<file path="src/hw/dmc_regs.vh">
// Register map, field positions and reset values of the DMA channel control block.
`ifndef DMC_REGS_VH
`define DMC_REGS_VH

`define DMC_OFS_GCTL 16'h3000
`define DMC_OFS_GSTAT 16'h3010
`define DMC_OFS_FADDR 16'h3020
`define DMC_OFS_CKCTL 16'h3030
`define DMC_OFS_CKVAL 16'h3040
`define DMC_OFS_CKPOLY 16'h3050
`define DMC_OFS_IST 16'h3100
`define DMC_OFS_IMSK 16'h3110
`define DMC_OFS_PMODE 16'h3120
`define DMC_CH_PAGE 8'h32

`define DMC_ALIAS_PLAIN 2'h0
`define DMC_ALIAS_CLR 2'h1
`define DMC_ALIAS_SET 2'h2
`define DMC_ALIAS_INV 2'h3

`define DMC_GCTL_ON 15
`define DMC_GCTL_SUSP 12
`define DMC_GCTL_BUSY 11
`define DMC_GCTL_WMASK 32'h0000_9000
`define DMC_CKCTL_WMASK 32'h3900_1FE7

`define DMC_CTL_WMASK 9'h1F3
`define DMC_CTL_CHNS 8
`define DMC_CTL_EN 7
`define DMC_CTL_AED 6
`define DMC_CTL_CHN 5
`define DMC_CTL_AEN 4
`define DMC_CTL_BUSY_BIT 15
`define DMC_CTL_EDET_BIT 2
`define DMC_CTL_W 9

`define DMC_IST_ABT_LSB 8
`define DMC_IST_ERR_BIT 16

`define DMC_RST_WORD 32'h0000_0000
`define DMC_RST_CTL 9'h000

`endif

</file>
<file path="src/hw/dmc_channel_control.v">
// Multi-channel DMA control: APB register file, channel sequencing, chaining and arbitration.
//
// Our own choice: register access over APB.
`timescale 1ns/10ps
`default_nettype none
`include "dmc_regs.vh"

module dmc_channel_control #(
  parameter NCH = 4
) (
  input wire pclk,
  input wire presetn,
  input wire psel,
  input wire penable,
  input wire pwrite,
  input wire [15:0] paddr,
  input wire [31:0] pwdata,
  output reg [31:0] prdata,
  output wire pready,
  output reg pslverr,
  input wire [NCH-1:0] ch_start_evt,
  input wire [NCH-1:0] ch_abort_evt,
  output wire xfer_req,
  output wire [2:0] xfer_ch,
  input wire xfer_ack,
  input wire [7:0] xfer_rdata,
  input wire xfer_last,
  input wire xfer_err,
  input wire xfer_err_write,
  input wire [31:0] xfer_err_addr,
  output wire global_transfer_active,
  output wire irq
);

  ////////////////////////////////////////////////////////////////////////////////
  // Helpers.

  function [31:0] alias_apply;
    input [31:0] old;
    input [31:0] wd;
    input [1:0] kind;
    begin
      case (kind)
        `DMC_ALIAS_CLR: alias_apply = old & ~wd;
        `DMC_ALIAS_SET: alias_apply = old | wd;
        `DMC_ALIAS_INV: alias_apply = old ^ wd;
        default: alias_apply = wd;
      endcase
    end
  endfunction

  function hit;
    input [15:0] addr;
    input [15:0] base;
    begin
      hit = (addr[15:4] == base[15:4]);
    end
  endfunction

  // Highest priority code wins; on a tie the lowest channel number wins.
  function [3:0] arbitrate;
    input [NCH-1:0] elig;
    input [2*NCH-1:0] pri;
    integer k;
    reg [1:0] best;
    reg found;
    reg [2:0] idx;
    begin
      best = 2'h0;
      found = 1'b0;
      idx = 3'h0;
      for (k = 0; k < NCH; k = k + 1) begin
        if (elig[k] && (!found || pri[2*k +: 2] > best)) begin
          found = 1'b1;
          best = pri[2*k +: 2];
          idx = k[2:0];
        end
      end
      arbitrate = {found, idx};
    end
  endfunction

  ////////////////////////////////////////////////////////////////////////////////
  // State.

  reg [31:0] gctl_ff;
  reg [3:0] gstat_ff;
  reg [31:0] faddr_ff;
  reg [31:0] ckctl_ff;
  reg [31:0] ckval_ff;
  reg [31:0] ckpoly_ff;
  reg [31:0] ist_ff;
  reg [31:0] imsk_ff;
  reg [NCH-1:0] pmode_ff;
  reg [`DMC_CTL_W*NCH-1:0] ctl_ff;
  reg [8*NCH-1:0] pat_ff;
  reg [NCH-1:0] edet_ff;
  reg cur_valid_ff;
  reg [2:0] cur_ch_ff;

  reg [31:0] nxt_gctl;
  reg [3:0] nxt_gstat;
  reg [31:0] nxt_faddr;
  reg [31:0] nxt_ckctl;
  reg [31:0] nxt_ckval;
  reg [31:0] nxt_ckpoly;
  reg [31:0] nxt_ist;
  reg [31:0] nxt_imsk;
  reg [NCH-1:0] nxt_pmode;
  reg [`DMC_CTL_W*NCH-1:0] nxt_ctl;
  reg [8*NCH-1:0] nxt_pat;
  reg [NCH-1:0] nxt_edet;
  reg nxt_cur_valid;
  reg [2:0] nxt_cur_ch;
  reg [31:0] nxt_prdata;
  reg nxt_pslverr;

  wire wr_en = psel & penable & pwrite;
  wire setup = psel & ~penable;
  wire [1:0] kind = paddr[3:2];
  wire ch_page = (paddr[15:8] == `DMC_CH_PAGE) && ({1'b0, paddr[7:5]} < NCH);
  wire [2:0] ch_idx = paddr[7:5];
  wire ch_pat_sel = paddr[4];

  wire g_on = gctl_ff[`DMC_GCTL_ON];
  wire g_susp = gctl_ff[`DMC_GCTL_SUSP];
  wire beat_done = cur_valid_ff & xfer_ack;

  ////////////////////////////////////////////////////////////////////////////////
  // Per-channel status terms.

  wire [NCH-1:0] ch_en;
  wire [NCH-1:0] ch_take_evt;
  wire [NCH-1:0] ch_busy;
  wire [NCH-1:0] blk_done;
  wire [NCH-1:0] ch_abort;
  wire [NCH-1:0] ch_elig;
  wire [2*NCH-1:0] ch_pri;

  genvar g;
  generate
    for (g = 0; g < NCH; g = g + 1) begin : g_ch
      wire [`DMC_CTL_W-1:0] c = ctl_ff[`DMC_CTL_W*g +: `DMC_CTL_W];
      wire mine = cur_valid_ff && (cur_ch_ff == g);
      assign ch_en[g] = c[`DMC_CTL_EN];
      assign ch_pri[2*g +: 2] = c[1:0];
      // Events count only when enabled, or when allowed while off.
      assign ch_take_evt[g] = c[`DMC_CTL_EN] | c[`DMC_CTL_AED];
      // A disabled channel stays busy until its outstanding beat is acknowledged.
      assign ch_busy[g] = c[`DMC_CTL_EN] | mine;
      assign blk_done[g] = mine & xfer_ack & ~xfer_err &
        (xfer_last | (pmode_ff[g] & (xfer_rdata == pat_ff[8*g +: 8])));
      assign ch_abort[g] = (ch_abort_evt[g] & ch_take_evt[g]) |
        (mine & xfer_ack & xfer_err);
      assign ch_elig[g] = c[`DMC_CTL_EN] & edet_ff[g] & g_on & ~g_susp;
    end
  endgenerate

  // Neighbour completions seen from each channel: the higher-numbered
  // neighbour has lower natural priority.
  wire [NCH:0] blk_pad_hi = {1'b0, blk_done};
  wire [NCH:0] blk_pad_lo = {blk_done, 1'b0};
  wire [NCH-1:0] blk_from_lower = blk_pad_hi[NCH:1];
  wire [NCH-1:0] blk_from_higher = blk_pad_lo[NCH-1:0];

  wire [3:0] arb = arbitrate(ch_elig, ch_pri);

  ////////////////////////////////////////////////////////////////////////////////
  // Next-state logic.

  integer i;
  // The read path has its own loop index so that no variable has two driving processes.
  integer j;
  reg [`DMC_CTL_W-1:0] c_new;
  reg [31:0] tmp;
  reg chain_set;

  always @* begin
    c_new = `DMC_RST_CTL;
    tmp = `DMC_RST_WORD;
    chain_set = 1'b0;
    nxt_gctl = gctl_ff;
    nxt_gstat = gstat_ff;
    nxt_faddr = faddr_ff;
    nxt_ckctl = ckctl_ff;
    nxt_ckval = ckval_ff;
    nxt_ckpoly = ckpoly_ff;
    nxt_ist = ist_ff;
    nxt_imsk = imsk_ff;
    nxt_pmode = pmode_ff;
    nxt_ctl = ctl_ff;
    nxt_pat = pat_ff;
    nxt_edet = edet_ff;
    nxt_cur_valid = cur_valid_ff;
    nxt_cur_ch = cur_ch_ff;

    // Software writes; read-only registers ignore writes through all aliases.
    if (wr_en) begin
      if (hit(paddr, `DMC_OFS_GCTL)) begin
        nxt_gctl = alias_apply(gctl_ff, pwdata, kind) & `DMC_GCTL_WMASK;
      end
      if (hit(paddr, `DMC_OFS_CKCTL)) begin
        nxt_ckctl = alias_apply(ckctl_ff, pwdata, kind) & `DMC_CKCTL_WMASK;
      end
      if (hit(paddr, `DMC_OFS_CKVAL)) begin
        nxt_ckval = alias_apply(ckval_ff, pwdata, kind);
      end
      if (hit(paddr, `DMC_OFS_CKPOLY)) begin
        nxt_ckpoly = alias_apply(ckpoly_ff, pwdata, kind);
      end
      if (hit(paddr, `DMC_OFS_IMSK)) begin
        nxt_imsk = alias_apply(imsk_ff, pwdata, kind);
      end
      if (hit(paddr, `DMC_OFS_PMODE)) begin
        tmp = alias_apply({{(32-NCH){1'b0}}, pmode_ff}, pwdata, kind);
        nxt_pmode = tmp[NCH-1:0];
      end
      if (hit(paddr, `DMC_OFS_IST) && kind == `DMC_ALIAS_PLAIN) begin
        nxt_ist = ist_ff & ~pwdata;
      end
      for (i = 0; i < NCH; i = i + 1) begin
        if (ch_page && ch_idx == i && !ch_pat_sel) begin
          tmp = alias_apply({23'h0, ctl_ff[`DMC_CTL_W*i +: `DMC_CTL_W]}, pwdata, kind);
          nxt_ctl[`DMC_CTL_W*i +: `DMC_CTL_W] = tmp[8:0] & `DMC_CTL_WMASK;
        end
        if (ch_page && ch_idx == i && ch_pat_sel) begin
          tmp = alias_apply({24'h0, pat_ff[8*i +: 8]}, pwdata, kind);
          nxt_pat[8*i +: 8] = tmp[7:0];
        end
      end
    end

    // Hardware updates take precedence over a same-cycle software write.
    for (i = 0; i < NCH; i = i + 1) begin
      c_new = nxt_ctl[`DMC_CTL_W*i +: `DMC_CTL_W];
      chain_set = c_new[`DMC_CTL_CHN] &
        (c_new[`DMC_CTL_CHNS] ? blk_from_lower[i] : blk_from_higher[i]);
      if (blk_done[i] && !c_new[`DMC_CTL_AEN]) begin
        c_new[`DMC_CTL_EN] = 1'b0;
      end
      if (ch_abort[i]) begin
        c_new[`DMC_CTL_EN] = 1'b0;
      end
      if (chain_set) begin
        c_new[`DMC_CTL_EN] = 1'b1;
      end
      nxt_ctl[`DMC_CTL_W*i +: `DMC_CTL_W] = c_new;
      if (blk_done[i] || ch_abort[i]) begin
        nxt_edet[i] = 1'b0;
      end
      if (ch_start_evt[i] && ch_take_evt[i]) begin
        nxt_edet[i] = 1'b1;
      end
      if (blk_done[i]) begin
        nxt_ist[i] = 1'b1;
      end
      if (ch_abort[i]) begin
        nxt_ist[`DMC_IST_ABT_LSB + i] = 1'b1;
      end
    end

    if (beat_done && xfer_err) begin
      nxt_faddr = xfer_err_addr;
      nxt_gstat = {xfer_err_write, cur_ch_ff};
      nxt_ist[`DMC_IST_ERR_BIT] = 1'b1;
    end

    // One beat outstanding at a time; arbitration reruns after every beat.
    if (beat_done) begin
      nxt_cur_valid = 1'b0;
    end else if (!cur_valid_ff && arb[3]) begin
      nxt_cur_valid = 1'b1;
      nxt_cur_ch = arb[2:0];
    end
  end

  ////////////////////////////////////////////////////////////////////////////////
  // APB read path: data is captured in the setup phase so prdata comes from a
  // flip-flop and the access phase needs no wait state.

  always @* begin
    nxt_prdata = `DMC_RST_WORD;
    nxt_pslverr = 1'b0;
    if (hit(paddr, `DMC_OFS_GCTL)) begin
      nxt_prdata = gctl_ff;
      nxt_prdata[`DMC_GCTL_BUSY] = cur_valid_ff;
    end else if (hit(paddr, `DMC_OFS_GSTAT)) begin
      nxt_prdata = {28'h0, gstat_ff};
    end else if (hit(paddr, `DMC_OFS_FADDR)) begin
      nxt_prdata = faddr_ff;
    end else if (hit(paddr, `DMC_OFS_CKCTL)) begin
      nxt_prdata = ckctl_ff;
    end else if (hit(paddr, `DMC_OFS_CKVAL)) begin
      nxt_prdata = ckval_ff;
    end else if (hit(paddr, `DMC_OFS_CKPOLY)) begin
      nxt_prdata = ckpoly_ff;
    end else if (hit(paddr, `DMC_OFS_IST)) begin
      nxt_prdata = ist_ff;
    end else if (hit(paddr, `DMC_OFS_IMSK)) begin
      nxt_prdata = imsk_ff;
    end else if (hit(paddr, `DMC_OFS_PMODE)) begin
      nxt_prdata = {{(32-NCH){1'b0}}, pmode_ff};
    end else if (ch_page) begin
      for (j = 0; j < NCH; j = j + 1) begin
        if (ch_idx == j) begin
          if (ch_pat_sel) begin
            nxt_prdata = {24'h0, pat_ff[8*j +: 8]};
          end else begin
            nxt_prdata = {23'h0, ctl_ff[`DMC_CTL_W*j +: `DMC_CTL_W]};
            nxt_prdata[`DMC_CTL_BUSY_BIT] = ch_busy[j];
            nxt_prdata[`DMC_CTL_EDET_BIT] = edet_ff[j];
          end
        end
      end
    end else begin
      nxt_pslverr = 1'b1;
    end
  end

  ////////////////////////////////////////////////////////////////////////////////
  // Registers.

  always @(posedge pclk or negedge presetn) begin
    if (!presetn) begin
      gctl_ff <= `DMC_RST_WORD;
      gstat_ff <= 4'h0;
      faddr_ff <= `DMC_RST_WORD;
      ckctl_ff <= `DMC_RST_WORD;
      ckval_ff <= `DMC_RST_WORD;
      ckpoly_ff <= `DMC_RST_WORD;
      ist_ff <= `DMC_RST_WORD;
      imsk_ff <= `DMC_RST_WORD;
      pmode_ff <= {NCH{1'b0}};
      ctl_ff <= {NCH{`DMC_RST_CTL}};
      pat_ff <= {(8*NCH){1'b0}};
      edet_ff <= {NCH{1'b0}};
      cur_valid_ff <= 1'b0;
      cur_ch_ff <= 3'h0;
      prdata <= `DMC_RST_WORD;
      pslverr <= 1'b0;
    end else begin
      gctl_ff <= nxt_gctl;
      gstat_ff <= nxt_gstat;
      faddr_ff <= nxt_faddr;
      ckctl_ff <= nxt_ckctl;
      ckval_ff <= nxt_ckval;
      ckpoly_ff <= nxt_ckpoly;
      ist_ff <= nxt_ist;
      imsk_ff <= nxt_imsk;
      pmode_ff <= nxt_pmode;
      ctl_ff <= nxt_ctl;
      pat_ff <= nxt_pat;
      edet_ff <= nxt_edet;
      cur_valid_ff <= nxt_cur_valid;
      cur_ch_ff <= nxt_cur_ch;
      if (setup) begin
        prdata <= nxt_prdata;
        pslverr <= nxt_pslverr;
      end
    end
  end

  assign pready = 1'b1;
  // A beat request is never withdrawn before its acknowledge, even when the
  // channel is disabled meanwhile, so the far side sees a clean handshake.
  assign xfer_req = cur_valid_ff;
  assign xfer_ch = cur_ch_ff;
  assign global_transfer_active = cur_valid_ff;
  assign irq = |(ist_ff & imsk_ff);

endmodule // dmc_channel_control

`default_nettype wire

</file>
<file path="config.mk">
export PLATFORM = sky130hd
export DESIGN_NAME = dmc_channel_control
export DESIGN_NICKNAME = d
export VERILOG_FILES = /design/src/hw/dmc_channel_control.v
export VERILOG_INCLUDE_DIRS = /design/src /design/src/hw
export SDC_FILE = /design/constraint.sdc
export NUM_CORES = 1
export LEC_CHECK = 0
export BUFFER_PORTS_ARGS = -buffer_cell sky130_fd_sc_hd__buf_2
export CORE_MARGIN = 2
export CORE_UTILIZATION = 40
export DETAILED_ROUTE_END_ITERATION = 8
export RECOVER_POWER = 25
export REMOVE_ABC_BUFFERS = 1
export SYNTH_ARGS = -nofsm -noshare
export SYNTH_HDL_FRONTEND = slang
export SYNTH_SLANG_ARGS = --single-unit
</file>
<file path="constraint.sdc">
create_clock -name pclk -period 5.9 [get_ports pclk]
set_input_delay 0 -clock pclk [delete_from_list [all_inputs] [get_ports pclk]]
set_output_delay 0 -clock pclk [all_outputs]
set_load 0.01 [all_outputs]
</file>
### Word-level counts from Yosys, hierarchy flattened

Cells that the tools add are included.

* flip-flop bits (word level): 286
* logic and storage cells: 380

* $lt $le $gt $ge: 4
* equal/unequal tests: 23
* muxes and demuxes: 94
* bitwise gates (word level): 109
* reductions and logical operators: 111

Operator list (number)
* 32-bit two-way mux: 13
* 32-bit one-hot mux with 3 select lines: 3
* 32-bit AND: 5
* 12-bit by 10-bit equality test with 1-bit output, second input constant: 9
* 9-bit one-hot mux with 3 select lines: 4
* 32-bit OR: 3
* 8-bit one-hot mux with 3 select lines: 4
* 32-bit bitwise XOR: 3
* 30-bit one-hot mux with 3 select lines: 1
* 16-bit two-way mux: 5
* 2-bit AND reduction: 29
* 1-bit two-way mux: 50
* 16-bit one-hot mux with 3 select lines: 1
* 2-bit nonzero test: 23
* 1-bit AND: 44
* 9-bit AND: 4
* 36-bit two-way mux: 1
* 9-bit two-way mux: 4
* 9-bit OR: 4
* 9-bit bitwise XOR: 4
* 17-bit two-way mux: 2
* 8-bit AND: 4
* 8-bit equality test: 4
* 32-bit inverter: 1
* 29 further kinds: 116

### Depth between registers and ports, before layout

Gate-level depths: netlist (run 1).

* depth in word-level cells: 19
* depth in mapped cells: 19
* mapped depth without buffers: 19

### Worst setup path after synthesis (run 1)

OpenSTA, ideal clock, no wires.

* path type: register to register
* start: register gctl_ff[12]
* end: register cur_ch_ff[1] (netlist: xfer_ch[1])
* arrival time: 4278 ps
* slack: 1500 ps
* cell stages (with the launch flop): 19
* buffers on the path: 0
* clock period less this slack: 4400 ps
* path through: dfrtp_1 -> inv_1 -> nand2_1 -> or3_1 -> ha_1 -> nor2b_1 -> o21ai_0 -> a311oi_1 -> mux2_2 -> ha_1 -> nor2b_1 -> o21ai_0 -> a211oi_1 -> mux2_2 -> ha_1 -> nor2b_1 -> o21ai_0 -> o21ai_0 -> o22a_1

* cells in the longest elaborated chain, start to end: 17
* elaborated cells on any way between the ends: 28
* classes of those cells: 3 x order compare; 9 x mux; 5 x bitwise; 11 x reduce/logical

RTL lines
* start: declaration: RTL line dmc_channel_control.v:86 `reg [31:0] gctl_ff;`
* start signal: assignment: RTL line dmc_channel_control.v:325 `` gctl_ff <= `DMC_RST_WORD; ``
* start signal: assignment: RTL line dmc_channel_control.v:342 `gctl_ff <= nxt_gctl;`
* 1-bit inverter *: RTL line dmc_channel_control.v:155 `` assign ch_elig[g] = c[`DMC_CTL_EN] & edet_ff[g] & g_on & ~g_susp; ``
* 1-bit AND: RTL line dmc_channel_control.v:155
* 2-bit two-way mux or 1-bit two-way mux (tied branches): RTL line dmc_channel_control.v:73 `if (elig[k] && (!found || pri[2*k +: 2] > best)) begin`
* 2-bit > comparator or 1-bit zero test (tied branches): RTL line dmc_channel_control.v:73
* 1-bit logical OR: RTL line dmc_channel_control.v:73
* 1-bit logical AND: RTL line dmc_channel_control.v:73
* 2-bit two-way mux or 1-bit two-way mux (tied branches): RTL line dmc_channel_control.v:73
* 2-bit > comparator or 1-bit zero test (tied branches): RTL line dmc_channel_control.v:73
* 1-bit logical OR: RTL line dmc_channel_control.v:73
* 1-bit logical AND: RTL line dmc_channel_control.v:73
* 2-bit two-way mux or 1-bit two-way mux (tied branches): RTL line dmc_channel_control.v:73
* 2-bit > comparator or 1-bit zero test (tied branches): RTL line dmc_channel_control.v:73
* 1-bit logical OR: RTL line dmc_channel_control.v:73
* 1-bit logical AND: RTL line dmc_channel_control.v:73
* 1-bit two-way mux: RTL line dmc_channel_control.v:73
* 1-bit logical AND: RTL line dmc_channel_control.v:271 `end else if (!cur_valid_ff && arb[3]) begin`
* 2-bit AND reduction (no source line)
* end signal: assignment: RTL line dmc_channel_control.v:355 `cur_ch_ff <= nxt_cur_ch;`
* end: declaration: RTL line dmc_channel_control.v:99 `reg [2:0] cur_ch_ff;`

Mark *: on every way between the ends. The rest lies on a longest branch, timed or not.
A chain may end at the register's enable or synchronous reset.

### Worst setup path after layout (run 1)

Same ends and word-level chain as after synthesis.

==> results.sh, run 1 <==
export IMPL_synth_edf_count=0
export IMPL_io_pins=145
export IMPL_cap_violations=1
export IMPL_critPathMaxStageDelay_ps=580
export IMPL_tightest_slew_ps=3130
export IMPL_worstPathRequired_ps=6340
export IMPL_wl_per_cell_um=20.7
export IMPL_fin_skew_ps=21.8
export IMPL_period_share=0.865
export IMPL_reg2reg_depth=18
export IMPL_gp_congestion=0.887
export IMPL_slowest_stage="a211oi_1"
export IMPL_violations="capacitance limit, slew limit"
export IMPL_post_synth_top_area_fraction=0.306
export IMPL_status="finished, violations left"
export IMPL_synth_common_cells="a21oi_1, ha_1, dfrtp_1"
export IMPL_crit_top_cell="o21ai_0"
export IMPL_reg2reg_to="xfer_ch[1]"
export IMPL_clk_pin_slew_ps=60
export IMPL_yosysWarnings=0
export IMPL_p_sw_w=0.00145
export IMPL_cp_max_fo=8
export IMPL_p_comb_frac=0.143
export IMPL_setup_viol=0
export IMPL_cts_tree="yes"
export IMPL_fin_crit_ps=5100
export IMPL_internal_power_w=0.00367
export IMPL_synth_area_leaders="dfrtp_1, ha_1, a21oi_1, a211oi_1, nor2_1"
export IMPL_synth_cells=2793
export IMPL_route_detailed_drc=0
export IMPL_vias=21400
export IMPL_die_w_um=245
export IMPL_synth_flop_cell="dfrtp_1"
export IMPL_criticalPathCategory="reg2reg"
export IMPL_dpl_worst_slack_ps=925
export IMPL_cts_inserted_buffers=39
export IMPL_synth_area_um2=23200
export IMPL_track_usage=0.252
export IMPL_wl_mm=76.2
export IMPL_placement_cell_area_um2=24400
export IMPL_final_cells=3677
export IMPL_setup_slack_ps=796
export IMPL_viasPerCell=5.81
export IMPL_maxSlewViolCount=115
export IMPL_synthArstFlopShare=1.00
export IMPL_drive_gt1_frac=0.0917
export IMPL_grt_pass1_vias=20800
export IMPL_ir_drop_mv=0.165
export IMPL_p_leak_nw=12.3
export IMPL_dieArea_um2=60000
export IMPL_cp_endpoint="xfer_ch[1]"
export IMPL_place_inst=3538
export IMPL_rsz0062_at_grt="no"
export IMPL_finalSetupTns_ps=0
export IMPL_clockRootBuffer="clkbuf_16"
export IMPL_cts_htree_levels=2
export IMPL_die_y_um=245
export IMPL_r2r_start="gctl_ff[12]"
export IMPL_clkLatencyLatePin_ps=580
export IMPL_cts_repair_resized=0
export IMPL_min_delay_start="xfer_last"
export IMPL_cts_buffer_depth=3
export IMPL_synth_most_common_cell="a21oi_1"
export IMPL_synth_seq_cells=284
export IMPL_p_total_w=0.00512
export IMPL_crit_chain="inv_1, nand2_1, or3_1, ha_1, nor2b_1, o21ai_0, a311oi_1, mux2_2, ha_1, nor2b_1, o21ai_0, a211oi_1, mux2_2, ha_1, nor2b_1, o21ai_0, o21ai_0, o22a_1"
export IMPL_whs_path_depth=4
export IMPL_grt_max_degree=235
export IMPL_dr_pass1_iters=6
export IMPL_seqPwrFrac=0.387
export IMPL_clkSinkCount=284
export IMPL_arrival_ps=5550
export IMPL_final_area_um2=26400
export IMPL_fin_nets=3352
export IMPL_drt_iter0_drc=1662
export IMPL_yosysUniqueCellTypes=74
export IMPL_grt_pass1_wl_mm=119
export IMPL_antenna_found_initial=2
export IMPL_hpwl_mm=51.0
export IMPL_startpoint="gctl_ff[12]"
export IMPL_r2r_slack_ps=800
export IMPL_cp_end_kind="flop"
export IMPL_fmax_mhz=196
export IMPL_design_core_area_um2=57600
export IMPL_startpoint_type="flop"
export IMPL_seq_area_frac_synth=0.306
export IMPL_power_frac_clock=0.470
export IMPL_syn2layout_area_growth_pct=13.6
export IMPL_slew_headroom=-1.09
export IMPL_p_sw_frac=0.284
export IMPL_num_rows=88
export IMPL_gr_total_overflow=0
export IMPL_hold_viol_final=0
export IMPL_synth_avg_cell_area_um2=8.32
export IMPL_port_buffers=140
export IMPL_synth_top_cell_by_area="dfrtp_1"
export IMPL_ant_nets=0
export IMPL_hold_class="in2reg"
export IMPL_p_per_area_nw_per_um2=194
export IMPL_start_util=0.403
-- power groups by stage --
| stage | sequential (W) | combinational [W] | clock, W |
|---|---|---|---|
| 6_report | 0.00198 | 0.000734 | 0.00241 |
| 5_1_grt | 0.00198 | 0.000822 | 0.00252 |
| 4_1_cts | 0.00198 | 0.000734 | 0.00245 |
| 3_5_place_dp | 0.00201 | 0.000690 | 0 |
| 3_3_place_gp | 0.00201 | 0.000660 | 0 |
| 2_1_floorplan | 0.00202 | 0.000345 | 0 |
-- cells in the final DEF, fill, tap and decap left out, types with 6 or more instances in the layout --
cell type,count
inv_1,220
dfrtp_1,284
a21o_1,9
xor2_1,18
o211ai_1,10
a22oi_1,14
clkbuf_8,8
nand3_1,14
nor2b_1,73
clkbuf_16,39
o31ai_1,7
ha_1,360
o21ai_0,206
mux4_2,14
xnor2_1,14
mux2_2,42
nor2_1,275
o221ai_1,8
a21oi_1,431
nor3_1,68
and3_1,8
a31oi_1,11
dlygate4sd3_1,73
o22ai_1,8
o21ai_1,9
buf_4,26
o32ai_1,6
a221oi_1,8
clkbuf_1,45
a211oi_1,162
a21boi_0,23
buf_2,99
nand4_1,16
mux2i_1,35
nand2_1,177
-- sequential cells by signal, indices dropped and copies added, names as in the netlist --
name,cells
ckctl_ff,15
ckpoly_ff,32
ckval_ff,32
ctl_ff,28
edet_ff,4
faddr_ff,32
gctl_ff,2
global_transfer_active,1
gstat_ff,3
imsk_ff,32
ist_ff,32
pat_ff,32
pmode_ff,4
prdata,32
pslverr,1
xfer_ch,2
-- kinds of logic (layout without fill, tap and decap cells) --
kind of cell | Yosys count | after routing | share of synthesized area
other | 2 | 3 | 0.000323
AO/OA/AOI/OAI | 941 | 941 | 0.236
multiplexers | 94 | 94 | 0.0508
flip-flops | 284 | 284 | 0.306
buffers and inverters | 410 | 528 | 0.0691
XOR/XNOR | 32 | 32 | 0.0121
adder cells (fa/ha/maj) | 360 | 360 | 0.194
AND/OR/NAND/NOR | 670 | 670 | 0.131
-- cell type report --
cell class	instances	area, µm²
clock buffer	55	1120
tap	765	957
fill	5560	31200
antenna	1	2.50
sequential	284	7110
clock inverter	10	150
timing repair buffer	242	1680
inverter	221	830
multi-input combinational	2099	14500
-- worst min-delay path by stage --
stage                  end
2_1_floorplan  ckctl_ff[0]
3_3_place_gp    prdata[23]
3_5_place_dp    prdata[23]
4_1_cts          ist_ff[1]
5_1_grt          ist_ff[3]
6_report         ist_ff[3]
-- worst max-delay path: cells and delay by family, from the launching register on --
family	cells	cell delay [ps]
compound gates	7	1690
fa+ha+maj	3	870
buf+inv	1	120
flops	1	380
mux	2	820
simple gates	5	1060
-- stage by stage --
stage / util / hold WS [ps]
after floorplan: - / -296
after global placement: 0.424 / 164
after detailed placement: 0.424 / 168
after CTS: 0.459 / 6.15
after global routing: 0.458 / 46.4
final: 0.458 / 55.6
-- per-layer routing --
layer	vias to the layer above	GRT usage	routed length, µm
li1	9988	-	-
met3	143	0.0389	4840
met5	-	0	13
met1	10500	0.335	33400
met2	742	0.419	35600
met4	2	0.0825	2370
-- what timing repair did --
| item | in CTS | in global routing |
|---|---|---|
| hold buffers | 73 | 0 |
| hold endpoints to repair | 187 | 0 |
| buffers inserted | 0 | 0 |
Note: power is estimated with default switching activity, not from simulation.
==> inputs of run 2 (changes only) <==
- CORE_ASPECT_RATIO: default -> 1.5
==> results.sh, run 2 (synthesis results as in run 1) <==
export IMPL_wl_mm=77.9
export IMPL_crit_top_cell="o21ai_0"
export IMPL_p_per_area_nw_per_um2=185
export IMPL_route_detailed_drc=0
export IMPL_n_fill_cell=5657
export IMPL_period_share=0.842
export IMPL_p_sw_w=0.00141
export IMPL_p_leak_nw=12.2
export IMPL_power_frac_clock=0.442
export IMPL_viasPerCell=5.79
export IMPL_n_antenna_cell=0
export IMPL_crit_chain="inv_1, nand2_1, or3_1, ha_1, nor2b_1, o21ai_0, a311oi_1, mux2_2, ha_1, nor2b_1, o21ai_0, a211oi_1, mux2_2, ha_1, nor2b_1, o21ai_0, o21ai_0, o22a_1"
export IMPL_drive_gt1_frac=0.0914
export IMPL_cts_inserted_buffers=35
export IMPL_final_cell_mix="a21oi_1, ha_1, dfrtp_1"
export IMPL_cts_htree_levels=2
export IMPL_fin_crit_ps=4970
export IMPL_setup_slack_ps=935
export IMPL_fin_nets=3352
export IMPL_cap_violations=1
export IMPL_wl_per_cell_um=21.2
export IMPL_grt_max_degree=226
export IMPL_gr_total_overflow=0
export IMPL_multi_input_area_um2=14500
export IMPL_slew_headroom=-1.58
export IMPL_critPathMaxStageDelay_ps=570
export IMPL_violations="capacitance limit, slew limit"
export IMPL_antenna_found_initial=6
export IMPL_hold_slack_ps=50.1
export IMPL_clockRootBuffer="clkbuf_16"
export IMPL_die_w_um=201
export IMPL_clk_pin_slew_ps=60
export IMPL_hold_class="in2reg"
export IMPL_mostFrequentLayoutCell="a21oi_1"
export IMPL_start_util=0.403
export IMPL_finalSetupTns_ps=0
export IMPL_clkSinkCount=284
export IMPL_met2_usage=0.442
export IMPL_crit_buf_inv=1
export IMPL_cts_repair_resized=0
export IMPL_p_sw_frac=0.290
export IMPL_dpl_worst_slack_ps=903
export IMPL_status="finished, violations left"
export IMPL_crit_family="compound AO/OA/AOI/OAI gates"
export IMPL_rsz0062_at_grt="no"
export IMPL_p_comb_frac=0.151
export IMPL_place_inst=3547
export IMPL_gp_congestion=0.906
export IMPL_grt_use_met1=0.303
export IMPL_setup_viol=0
export IMPL_seqPwrFrac=0.407
export IMPL_cp_end_kind="flop"
export IMPL_tightest_slew_ps=3870
export IMPL_arrival_ps=5400
export IMPL_criticalPathCategory="reg2reg"
export IMPL_grt_pass1_wl_mm=120
export IMPL_cts_tree="yes"
export IMPL_busiest_layer="met2"
export IMPL_slowest_stage="a211oi_1"
export IMPL_dr_pass1_iters=6
export IMPL_drt_iter0_drc=1541
export IMPL_vias=21300
export IMPL_cp_max_fo=8
export IMPL_cts_buffer_depth=3
export IMPL_dieArea_um2=60000
export IMPL_worstPathRequired_ps=6340
export IMPL_die_y_um=299
export IMPL_met3_usage=0.0371
export IMPL_grt_pass1_vias=21100
export IMPL_maxSlewViolCount=61
export IMPL_ir_drop_mv=0.140
export IMPL_syn2layout_area_growth_pct=13.0
export IMPL_seq_area_um2=7110
export IMPL_port_buffers=140
export IMPL_fin_skew_ps=14.4
export IMPL_hpwl_mm=52.7
export IMPL_clkLatencyLatePin_ps=550
export IMPL_design_core_area_um2=57700
export IMPL_ant_nets=0
export IMPL_num_rows=108
export IMPL_internal_power_w=0.00346
export IMPL_final_cells=3679
export IMPL_hold_viol_final=0
export IMPL_fmax_mhz=201
export IMPL_io_pins=145
export IMPL_startpoint_type="flop"
export IMPL_track_usage=0.255
## run 2: power groups by stage
stage	combinational, W	sequential (W)	clock (W)
3_5_place_dp	0.000700	0.00201	0
3_3_place_gp	0.000668	0.00201	0
6_report	0.000737	0.00198	0.00215
5_1_grt	0.000821	0.00198	0.00227
4_1_cts	0.000742	0.00198	0.00221
2_1_floorplan	0.000345	0.00202	0
## run 2: repair_timing
item                                   4_1_cts  5_1_grt
endpoints found under the hold margin      131        0
buffers inserted                             0        0
hold buffers                                73        0
## run 2: worst register-to-register path: stages, from the launching register on
cell and delay (ps):
dfrtp_1 380, inv_1 120, nand2_1 230, or3_1 440, ha_1 300, nor2b_1 110, o21ai_0 80, a311oi_1 440
mux2_2 410, ha_1 290, nor2b_1 120, o21ai_0 80, a211oi_1 570, mux2_2 410, ha_1 290, nor2b_1 130
o21ai_0 130, o21ai_0 120, o22a_1 220
## run 2: final timing paths
| kind | end | from | depth (start not counted) | slack (ps) |
|---|---|---|---|---|
| max | xfer_ch[1] | gctl_ff[12] | 18 | 930 |
| min | ist_ff[3] | xfer_last | 4 | 50 |
| max reg2reg | xfer_ch[1] | gctl_ff[12] | 18 | 930 |
| min reg2reg | faddr_ff[29] | faddr_ff[29] | 1 | 500 |
| max in group asynchronous | ctl_ff[0] | presetn | 3 | 2020 |
| min in group asynchronous | pat_ff[13] | presetn | 2 | 1360 |
## run 2: metal layers
metal  wire length [µm]  share of wire
met5                 85         0.0011
met2              37800           0.48
met3               4300          0.055
met4               4580          0.059
met1              31200           0.40
## run 2: stage by stage
step	instance area, µm²	total power (W)	utilization
finish	26200	0.00487	0.455
floorplan	22500	0.00236	-
detailed placement	24500	0.00271	0.424
global placement	24500	0.00268	0.424
global route	26200	0.00507	0.455
CTS	26300	0.00493	0.456
## run 2: layout make-up
class                   count  share of cell area
multi-input cells        2099               0.554
flip-flops and latches    284               0.271
repair buffers            246              0.0650
clock buffers              51              0.0387
well taps                 770              0.0367
inverters                 221              0.0316
clock inverters             8             0.00262
